### src/hdl/duhb_cfg.svh
`ifndef DUHB_CFG_SVH
`define DUHB_CFG_SVH
// Prescaler divide codes
`define DUHB_DIV_BY_1        2'h0
`define DUHB_DIV_BY_4        2'h3
// Position of the override bit in the per-register byte
`define DUHB_OVERRIDE_POS    7
// Register index that holds the override bit
`define DUHB_OVERRIDE_REG    3'h4
// Register reset value
`define DUHB_REG_RESET       8'h00
// Least reset pulse, ns, and clock period, ns
`define DUHB_RESET_MIN_NS    40
`define DUHB_CLK_PERIOD_NS   100
// Least reset cycles, rounded up, at least one
`define DUHB_RESET_MIN_CYC   ((`DUHB_RESET_MIN_NS + `DUHB_CLK_PERIOD_NS - 1) / `DUHB_CLK_PERIOD_NS)
`endif

### src/hdl/duhb_pkg.sv
package duhb_pkg;
  // Bus access request seen by the core
  typedef struct packed {
    logic       rd;
    logic       wr;
    logic [2:0] addr;
    logic [7:0] wdata;
  } duhb_req_t;

  // Per-channel register file
  typedef logic [7:0][7:0] duhb_regs_t;

  // Access phase, Gray coded
  typedef enum logic [1:0] {
    DUHB_IDLE = 2'b00,
    DUHB_RD   = 2'b01,
    DUHB_WR   = 2'b11
  } duhb_phase_t;

  // All module state
  typedef struct packed {
    logic [2:0]  rd_n_s;
    logic [2:0]  wr_n_s;
    logic [2:0]  csa_n_s;
    logic [2:0]  csb_n_s;
    logic [2:0]  chan_s;
    logic [2:0]  rst_s;
    logic [2:0]  iso_s;
    logic [2:0]  strap_s;
    logic [2:0]  style_s;
    duhb_phase_t phase;
    logic [1:0]  sel;
    duhb_regs_t  regs_a;
    duhb_regs_t  regs_b;
    logic        strap_div1;
    logic [7:0]  rdata;
    logic        rdata_oe;
    logic        in_reset;
    logic [1:0]  prescale_a;
    logic [1:0]  prescale_b;
  } duhb_state_t;
endpackage

### src/hdl/duhb_host_port.sv
`timescale 1ns/100ps
`default_nettype none
`include "duhb_cfg.svh"

module duhb_host_port (
  input  wire logic       clock_i,           // 10 MHz clock
  input  wire logic       rst_b_i,           // Synchronous reset, active low
  input  wire logic       clk_en_i,          // Clock enable
  input  wire logic       bus_style_i,       // High strobe style, low line style
  input  wire logic       prescaler_strap_i, // Prescaler strap pin
  input  wire logic       reset_pin_i,       // Device reset pin, polarity by style
  input  wire logic       bus_isolate_i,     // Active-high bus isolation
  input  wire logic       read_strobe_n_i,   // Read strobe, or direction line (high read)
  input  wire logic       write_strobe_n_i,  // Write strobe, unused in line style
  input  wire logic       chan_a_select_n_i, // Channel A select, or common select
  input  wire logic       chan_b_select_n_i, // Channel B select, unused in line style
  input  wire logic       channel_addr_bit_i,// Channel address bit, line style
  input  wire logic [2:0] addr_i,            // Register address
  input  wire logic [7:0] data_i,            // Host data in
  input  wire logic [1:0] rx_i,              // Serial receive inputs
  output logic      [7:0] data_o,            // Host read data
  output logic            data_oe_o,         // High while driving data bus
  output logic      [1:0] tx_o,              // Serial transmit outputs
  output logic      [1:0] prescale_a_o,      // Channel A prescaler code
  output logic      [1:0] prescale_b_o,      // Channel B prescaler code
  output logic            in_reset_o,        // Device reset active
  output logic      [1:0] rx_seen_o          // Receive inputs as seen by core
);

  duhb_pkg::duhb_state_t s_q;
  duhb_pkg::duhb_state_t s_d;
  duhb_pkg::duhb_req_t   req;
  logic                  style_strobe;
  logic                  dev_rst;
  logic                  isolate;
  logic                  csa;
  logic                  csb;
  logic                  line_rd;

  // ************************************
  // Input decode from settled pins
  // ************************************
  always_comb begin
    style_strobe = s_q.style_s[2];
    dev_rst = style_strobe ? s_q.rst_s[2] : ~s_q.rst_s[2];
    isolate = s_q.iso_s[2];
    line_rd = s_q.rd_n_s[2];
    if (style_strobe) begin
      csa = ~s_q.csa_n_s[2];
      csb = ~s_q.csb_n_s[2];
    end else begin
      csa = ~s_q.csa_n_s[2] & ~s_q.chan_s[2];
      csb = ~s_q.csa_n_s[2] & s_q.chan_s[2];
    end
    req.addr  = addr_i;
    req.wdata = data_i;
    if (style_strobe) begin
      req.rd = ~s_q.rd_n_s[2];
      req.wr = ~s_q.wr_n_s[2];
    end else begin
      req.rd = line_rd;
      req.wr = ~line_rd;
    end
    if (isolate || dev_rst || !(csa || csb)) begin
      req.rd = 1'b0;
      req.wr = 1'b0;
    end
  end

  // ************************************
  // Next-state logic
  // ************************************
  always_comb begin
    s_d = s_q;
    // Three-stage pin synchronisers, change accepted when stages 0 and 1 agree
    s_d.rd_n_s[1:0]  = {s_q.rd_n_s[0], read_strobe_n_i};
    s_d.wr_n_s[1:0]  = {s_q.wr_n_s[0], write_strobe_n_i};
    s_d.csa_n_s[1:0] = {s_q.csa_n_s[0], chan_a_select_n_i};
    s_d.csb_n_s[1:0] = {s_q.csb_n_s[0], chan_b_select_n_i};
    s_d.chan_s[1:0]  = {s_q.chan_s[0], channel_addr_bit_i};
    s_d.rst_s[1:0]   = {s_q.rst_s[0], reset_pin_i};
    s_d.iso_s[1:0]   = {s_q.iso_s[0], bus_isolate_i};
    s_d.strap_s[1:0] = {s_q.strap_s[0], prescaler_strap_i};
    s_d.style_s[1:0] = {s_q.style_s[0], bus_style_i};
    if (s_q.rd_n_s[1] == s_q.rd_n_s[0]) s_d.rd_n_s[2] = s_q.rd_n_s[1];
    if (s_q.wr_n_s[1] == s_q.wr_n_s[0]) s_d.wr_n_s[2] = s_q.wr_n_s[1];
    if (s_q.csa_n_s[1] == s_q.csa_n_s[0]) s_d.csa_n_s[2] = s_q.csa_n_s[1];
    if (s_q.csb_n_s[1] == s_q.csb_n_s[0]) s_d.csb_n_s[2] = s_q.csb_n_s[1];
    if (s_q.chan_s[1] == s_q.chan_s[0]) s_d.chan_s[2] = s_q.chan_s[1];
    if (s_q.rst_s[1] == s_q.rst_s[0]) s_d.rst_s[2] = s_q.rst_s[1];
    if (s_q.iso_s[1] == s_q.iso_s[0]) s_d.iso_s[2] = s_q.iso_s[1];
    if (s_q.strap_s[1] == s_q.strap_s[0]) s_d.strap_s[2] = s_q.strap_s[1];
    if (s_q.style_s[1] == s_q.style_s[0]) s_d.style_s[2] = s_q.style_s[1];

    s_d.in_reset = dev_rst;
    s_d.rdata_oe = 1'b0;
    if (dev_rst) begin
      s_d.regs_a = {8{`DUHB_REG_RESET}};
      s_d.regs_b = {8{`DUHB_REG_RESET}};
      s_d.phase  = duhb_pkg::DUHB_IDLE;
      s_d.rdata  = 8'h00;
      s_d.strap_div1 = s_q.strap_s[2];
    end else begin
      unique case (s_q.phase)
        duhb_pkg::DUHB_IDLE: begin
          if (req.wr) begin
            s_d.phase = duhb_pkg::DUHB_WR;
            s_d.sel   = {csb, csa};
            if (csa) s_d.regs_a[req.addr] = req.wdata;
            if (csb) s_d.regs_b[req.addr] = req.wdata;
          end else if (req.rd) begin
            s_d.phase = duhb_pkg::DUHB_RD;
            s_d.sel   = {csb, csa};
          end
        end
        duhb_pkg::DUHB_RD: begin
          if (!req.rd) s_d.phase = duhb_pkg::DUHB_IDLE;
        end
        duhb_pkg::DUHB_WR: begin
          if (!req.wr) s_d.phase = duhb_pkg::DUHB_IDLE;
        end
        default: s_d.phase = duhb_pkg::DUHB_IDLE;
      endcase
      if (req.rd) begin
        s_d.rdata_oe = 1'b1;
        s_d.rdata    = csa ? s_q.regs_a[req.addr] : s_q.regs_b[req.addr];
      end
    end
    s_d.prescale_a = (s_q.strap_div1 && !s_q.regs_a[`DUHB_OVERRIDE_REG][`DUHB_OVERRIDE_POS])
                     ? `DUHB_DIV_BY_1 : `DUHB_DIV_BY_4;
    s_d.prescale_b = (s_q.strap_div1 && !s_q.regs_b[`DUHB_OVERRIDE_REG][`DUHB_OVERRIDE_POS])
                     ? `DUHB_DIV_BY_1 : `DUHB_DIV_BY_4;
  end

  // ************************************
  // State register
  // ************************************
  always_ff @(posedge clock_i) begin
    if (!rst_b_i) begin
      s_q            <= '0;
      s_q.rd_n_s     <= 3'h7;
      s_q.wr_n_s     <= 3'h7;
      s_q.csa_n_s    <= 3'h7;
      s_q.csb_n_s    <= 3'h7;
      s_q.in_reset   <= 1'b1;
      s_q.prescale_a <= `DUHB_DIV_BY_4;
      s_q.prescale_b <= `DUHB_DIV_BY_4;
    end else if (clk_en_i) begin
      s_q <= s_d;
    end
  end

  // ************************************
  // Outputs from flip-flops, except tx_o tied high and rx_seen_o passing rx_i outside reset
  // ************************************
  assign data_o       = s_q.rdata;
  assign data_oe_o    = s_q.rdata_oe;
  assign prescale_a_o = s_q.prescale_a;
  assign prescale_b_o = s_q.prescale_b;
  assign in_reset_o   = s_q.in_reset;
  assign tx_o         = 2'h3;
  assign rx_seen_o    = s_q.in_reset ? 2'h3 : rx_i;

endmodule // duhb_host_port
`default_nettype wire

### config.mk
export PLATFORM = sky130hd
export DESIGN_NAME = duhb_host_port
export DESIGN_NICKNAME = d
export VERILOG_FILES = /design/src/hdl/duhb_pkg.sv /design/src/hdl/duhb_host_port.sv
export VERILOG_INCLUDE_DIRS = /design/src /design/src/hdl
export SDC_FILE = /design/constraint.sdc
export NUM_CORES = 1
export LEC_CHECK = 0
export BUFFER_PORTS_ARGS = -buffer_cell sky130_fd_sc_hd__clkbuf_2
export CORE_MARGIN = 5
export CORE_UTILIZATION = 45
export DETAILED_ROUTE_END_ITERATION = 8
export PLACE_DENSITY = 0.69
export SLEW_MARGIN = 20
export SYNTH_ARGS = -nofsm -noshare
export SYNTH_HDL_FRONTEND = slang
export SYNTH_SLANG_ARGS = --single-unit
### constraint.sdc
create_clock -name clock_i -period 2.6 [get_ports clock_i]
set_input_delay 0.52 -clock clock_i [delete_from_list [all_inputs] [get_ports clock_i]]
set_output_delay 0.52 -clock clock_i [all_outputs]
set_load 0.01 [all_outputs]
==> impl_metrics.ini, run 1 <==
[setup_path]
cp-start-kind = register
crit_path_end_kind = register
worst_ep_arrival_time_ns = 2.69
path_delay_family = simple AND/OR/NAND/NOR gates
criticalPathCategory = register to register
r2r_slack_ns = 0.27
critPathBufInv = 0
cpMaxStageDelayCell = and3_1
cp_max_fo = 11
worstPathRequired_ns = 2.95
cpPeakStageDelay_ns = 0.52
path_cells = nand2b_1 > o31ai_4 > and3_1 > nand3_1 > o21ai_0

[logic_synthesis]
synthFlopType = dfxtp_1
synth_top_area_cell = dfxtp_1
ys_seq_area_frac = 0.465
async_flop_share = 0
synth.avg_cell_area_um2 = 9.36
synth_edf_count = 0
synthCells = 782
syn_area_um2 = 7320
synth.distinct_cells = 48
synth_top_area_share = 0.465
synth_seq_cells = 170
ys_warn_count = 0
synth_area_leaders = dfxtp_1, mux2i_1, nand2_1

[min_path]
hold_class = input pin to register

[power]
peakVddDrop_mv = 0.460
powerDensity_nw_per_um2 = 657
p_leak_nw = 3.01

[timing]
setup_viol = 0
worst_slew_pin_slew_ns = 1.18
finalHoldViolCount = 0
rsz0062_at_grt = no
hold_slack_ns = 0.304
final_max_slew_viol_count = 0
tns_ns = 0
fin_crit_ns = 2.33
max_freq_ghz = 0.428
timing.final.crit_share = 0.898
slew_headroom = 0.204
skew_ns = 0.00753

[global_routing]
grt_pass1_vias = 5607
antenna_found_initial = 0
grt_overflow = 0
grt_max_degree = 43
grt_pass1_wl_mm = 30.9
track_usage = 0.215

[cts]
cts_setup_buffers = 0
htree_levels = 4
cts_root_buf = clkbuf_16
cts_inserted_buffers = 17
clkLatencyLatePin_ns = 0.43
clock-sinks = 170
clockBufferDepth = 2
cts_tree = yes
clk_pin_slew_worst_paths_ns = 0.06
ctsResizeCount = 0
cts_hold_buf = 0

[floorplan]
die_area_um2 = 18900
initial_core_util = 0.459
core-area_um2 = 15900
core.rowCount = 46
die_w_um = 138
fp.dieH_um = 138
io_pins = 43

[drt]
viasPerCell = 5.73
route.vias.total = 5985
dr.pass1.iters = 5
routed_wl_mm = 19.9
final_antenna_net_count = 0
drc = 0
wl_per_cell_um = 19.1
drt-initial-drc-count = 538

[place]
port_buffers = 40
hpwl_mm = 13.7
dp.cells = 1014
routabilityCongestion = 0.908

[cells_and_area]
layout_commonest_cell = dfxtp_1
fin_cells = 1045
drive_above_1_share = 0.175
fin_nets = 842
fillCellCount = 1466
final_cell_mix = dfxtp_1, nand2_1, mux2i_1
syn2layout_area_growth_pct = 14.3
antennaDiodeCount = 0

[job]
maxCapViolCount = 0

[run_status]
status = finished clean
[metrics by stage]
stage / util / cell area [µm²] / power, mW / setup slack, ns
floorplan: - / 7320 / 2.90 / 0.456
detailed placement: 0.488 / 7790 / 3.03 / 0.103
CTS: 0.525 / 8370 / 5.51 / 0.299
global route: 0.525 / 8370 / 5.66 / 0.0569
global placement: 0.488 / 7790 / 3.03 / 0.131
finish: 0.525 / 8370 / 5.50 / 0.265
[per-layer routing]
metal  share of wire  up-vias  global-route usage  wire (µm)
met2            0.45      202               0.324       9000
li1                -     2865                   -          -
met5               0        -                   0          0
met3           0.068       43              0.0508       1360
met1            0.45     2875               0.295       9000
met4           0.028        0              0.0926        555
[cells by family (layout without fill, tap and decap cells)]
family / Yosys count / count (layout) / synth area share
flip-flops: 170 / 170 / 0.465
XOR/XNOR: 1 / 1 / 0.00120
AND/OR/NAND/NOR: 248 / 248 / 0.162
other: 1 / 2 / 0.000512
buffers and inverters: 67 / 113 / 0.0439
AO/OA/AOI/OAI: 193 / 193 / 0.170
multiplexers: 102 / 102 / 0.157
[power breakdown]
part | switching, mW | total, mW | leakage [nW] | internal, mW
clock | 1.02 | 2.52 | 0.282 | 1.51
sequential | 0.0119 | 2.63 | 1.37 | 2.62
combinational | 0.230 | 0.348 | 1.36 | 0.118
total | 1.26 | 5.50 | 3.01 | 4.24
[area by class of cell]
| type | count | area (µm²) | share of cell area |
|---|---|---|---|
| multi-input cells | 546 | 3600 | 0.430 |
| clock buffers | 24 | 492 | 0.0588 |
| well taps | 216 | 270 | 0.0323 |
| clock inverters | 7 | 90.1 | 0.0108 |
| flip-flops and latches | 170 | 3400 | 0.407 |
| inverters | 7 | 26.3 | 0.00314 |
| repair buffers | 75 | 488 | 0.0583 |
[synth_stat cells (2+ instances only)]
master	instances
a211oi_1	7
mux2_2	14
nor2b_1	4
or2_2	6
a21oi_1	27
a21o_1	4
and2_1	5
clkbuf_1	30
nand3_1	12
a31oi_1	4
inv_1	5
nor2_1	26
nor3_4	8
o2bb2ai_1	24
mux4_2	9
o31a_1	2
o221ai_1	4
a311oi_1	2
buf_1	7
buf_2	8
a22oi_1	6
o21ai_1	2
nand2_1	155
o22a_1	6
buf_4	14
nor3_1	5
o21ai_0	65
nand2b_1	13
nand4_1	8
a41oi_1	5
mux2i_1	79
dfxtp_1	170
o22ai_1	31
[state kept, by name (all words and copies together), names as in the netlist]
| name | cells |
|---|---|
| line_rd | 1 |
| s_q | 147 |
| s_d | 9 |
| isolate | 1 |
| prescale_b_o | 1 |
| prescale_a_o | 1 |
| data_oe_o | 1 |
| data_o | 8 |
| in_reset_o | 1 |
[path summary, 6_finish.rpt]
path | depth (start not counted) | startpoint | to
hold reg to reg | 2 | s_q[126] | s_q[126]
setup reg to reg | 5 | s_q[149] | s_q[141]
hold / removal | 3 | chan_b_select_n_i | s_d[163]
setup / recovery | 5 | s_q[149] | s_q[141]
[worst reg2reg max path, stage by stage (launching register included)]
cell      delay [ns]
dfxtp_1         0.45
nand2b_1        0.15
o31ai_4         0.49
and3_1          0.52
nand3_1         0.38
o21ai_0         0.26
Note: power is estimated with default switching activity, not from simulation.
==> run 2: changes to the inputs <==
ABC_AREA = 1   (was default)
GPL_TIMING_DRIVEN = 0   (was default)
==> impl_metrics.ini, run 2 <==
[cts]
cts_tree = yes
htree_levels = 4
cts_inserted_buffers = 17
cts_root_buf = clkbuf_16
clockBufferDepth = 2
cts_hold_buf = 0
clkLatencyLatePin_ns = 0.44
clock-sinks = 170
ctsResizeCount = 0
clk_pin_slew_worst_paths_ns = 0.07
cts_setup_buffers = 0

[timing]
timing.final.crit_share = 0.847
finalHoldViolCount = 0
tns_ns = 0
rsz0062_at_grt = no
setup_ws_ns = 0.397
skew_ns = 0.00993
fin_crit_ns = 2.20
slew_headroom = 0.509
worst_slew_pin_slew_ns = 0.737
setup_viol = 0
final_max_slew_viol_count = 0
max_freq_ghz = 0.454
hold_slack_ns = 0.288

[power]
p_leak_nw = 3.46
p_switching_mw = 1.55
seqPwrFrac = 0.448
powerDensity_nw_per_um2 = 649
clkPwrFrac = 0.459
pwr-share-comb = 0.093
internal_power_mw = 4.34
peakVddDrop_mv = 0.502
switching_share = 0.264
power.total_mw = 5.89

[logic_synthesis]
synthFlopType = dfxtp_1
ys_seq_area_frac = 0.426
yosysMostFrequentCell = nand2_1
synth_area_leaders = dfxtp_1, nand2_1, nor2_1
synth_edf_count = 0
synth.distinct_cells = 28
synth_top_area_cell = dfxtp_1
synth.avg_cell_area_um2 = 6.59
async_flop_share = 0
synth_common_cells = nand2_1, nor2_1, dfxtp_1
synth_top_area_share = 0.426
ys_warn_count = 0
syn_area_um2 = 7990
synthCells = 1213
synth_seq_cells = 170

[cells_and_area]
final_cell_mix = nand2_1, nor2_1, dfxtp_1
fin_nets = 1295
drive_above_1_share = 0.106
fillCellCount = 1767
largest_register_ffs = 147
syn2layout_area_growth_pct = 13.7
layout_commonest_cell = nand2_1
antennaDiodeCount = 0
top_register = s_q

[global_routing]
grtUsageMet1 = 0.349
use_met3 = 0.0640
grt_overflow = 0
busiest_layer = met2
antenna_found_initial = 0
grt_pass1_wl_mm = 39.9
use_met2 = 0.389
grt_max_degree = 17
grt_pass1_vias = 7443
track_usage = 0.254

[drt]
route.vias.total = 8098
final_antenna_net_count = 0
dr.pass1.iters = 5
routed_wl_mm = 25.9
drt-initial-drc-count = 738
drc = 0
viasPerCell = 5.37
wl_per_cell_um = 17.2

[setup_path]
cp_max_fo = 10
worstPathRequired_ns = 2.97
crit_path_end_kind = register
cpPeakStageDelay_ns = 0.37
path_cells = buf_4 > inv_2 > nand2_2 > nand2_1 > inv_2 > buf_6 > buf_2 > nand2_1 > nor2_1 > nand2_1 > a21oi_1
worst_ep_arrival_time_ns = 2.57
cp-start-kind = register
criticalPathCategory = register to register
crit_top_cell = nand2_1
cpMaxStageDelayCell = nand2_1

[run_status]
status = finished clean

[job]
maxCapViolCount = 0

[place]
routabilityCongestion = 0.929
hpwl_mm = 18.3
port_buffers = 37
pre_cts_ws_ns = 0.0899

[floorplan]
die_area_um2 = 20500
io_pins = 43
die_w_um = 143
core.rowCount = 48
core-area_um2 = 17400
fp.dieH_um = 143
initial_core_util = 0.460

[min_path]
hold_class = input pin to register
run 2: cell count changes in the layout (fill, tap and decap cells not counted), moves of 17 or more:
cell / before / now
o2bb2ai_1: 24 / 0
nor2_1: 26 / 213
a21oi_1: 27 / 151
buf_4: 33 / 16
nand2_1: 155 / 424
nand3_1: 12 / 30
mux2i_1: 79 / 0
o22ai_1: 31 / 0
o21ai_0: 65 / 87
clkbuf_1: 3 / 43
run 2: power groups by stage:
| stage | Combinational (mW) | Clock, mW | Sequential (mW) |
|---|---|---|---|
| 4_1_cts | 0.534 | 2.71 | 2.64 |
| 3_3_place_gp | 0.531 | 0 | 2.70 |
| 5_1_grt | 0.592 | 2.82 | 2.64 |
| 2_1_floorplan | 0.340 | 0 | 2.70 |
| 3_5_place_dp | 0.531 | 0 | 2.70 |
| 6_report | 0.548 | 2.70 | 2.64 |
run 2: kinds of logic (layout without fill, tap and decap cells):
logic type | after synthesis | in the layout | share of synthesized area
DFF | 170 | 170 | 0.426
other | 1 | 2 | 0.000469
and+or+nand+nor | 693 | 693 | 0.351
AOI/OAI and AO/OA | 247 | 247 | 0.158
xor gates and xnor gates | 1 | 1 | 0.00110
buffers and inverters | 101 | 170 | 0.0633
run 2: routing by layer:
layer / vias up / part of all wire
met1: 3646 / 0.44
met2: 392 / 0.44
met3: 51 / 0.096
met4: 0 / 0.022
li1: 4009 / -
met5: - / 0
run 2: worst paths after layout:
check                    start  endpoint  slack [ns]  depth (start not counted)
max                   s_q[149]   s_q[24]        0.40                         11
min          chan_b_select_n_i  s_d[163]        0.29                          3
max reg2reg           s_q[149]   s_q[24]        0.40                         11
min reg2reg            s_q[82]   s_q[82]        0.46                          2
run 2: per-stage QoR:
stage          instances   util  area [µm²]
3_5_place_dp        1476  0.487        8460
3_3_place_gp        1476  0.487        8460
6_report            1508  0.523        9080
5_1_grt             1508  0.523        9080
2_1_floorplan       1214      -        7990
4_1_cts             1508  0.523        9080
run 2: cell type report:
type	instances	area (µm²)	share of cell area
Multi-Input combinational cell	943	4080	0.450
Tap cell	225	282	0.0310
Inverter	21	78.8	0.00868
Timing Repair Buffer	37	185	0.0204
Clock buffer	19	453	0.0499
Sequential cell	170	3400	0.375
Clock inverter	13	168	0.0185
Buffer	80	427	0.0470
run 2: critical path: cells and delay by family, from the launching register on:
kind / cells / cell delay [ns]
AO/OA/AOI/OAI: 1 / 0.14
AND/OR/NAND/NOR: 5 / 0.98
buffers and inverters: 5 / 0.68
flip-flops: 1 / 0.31
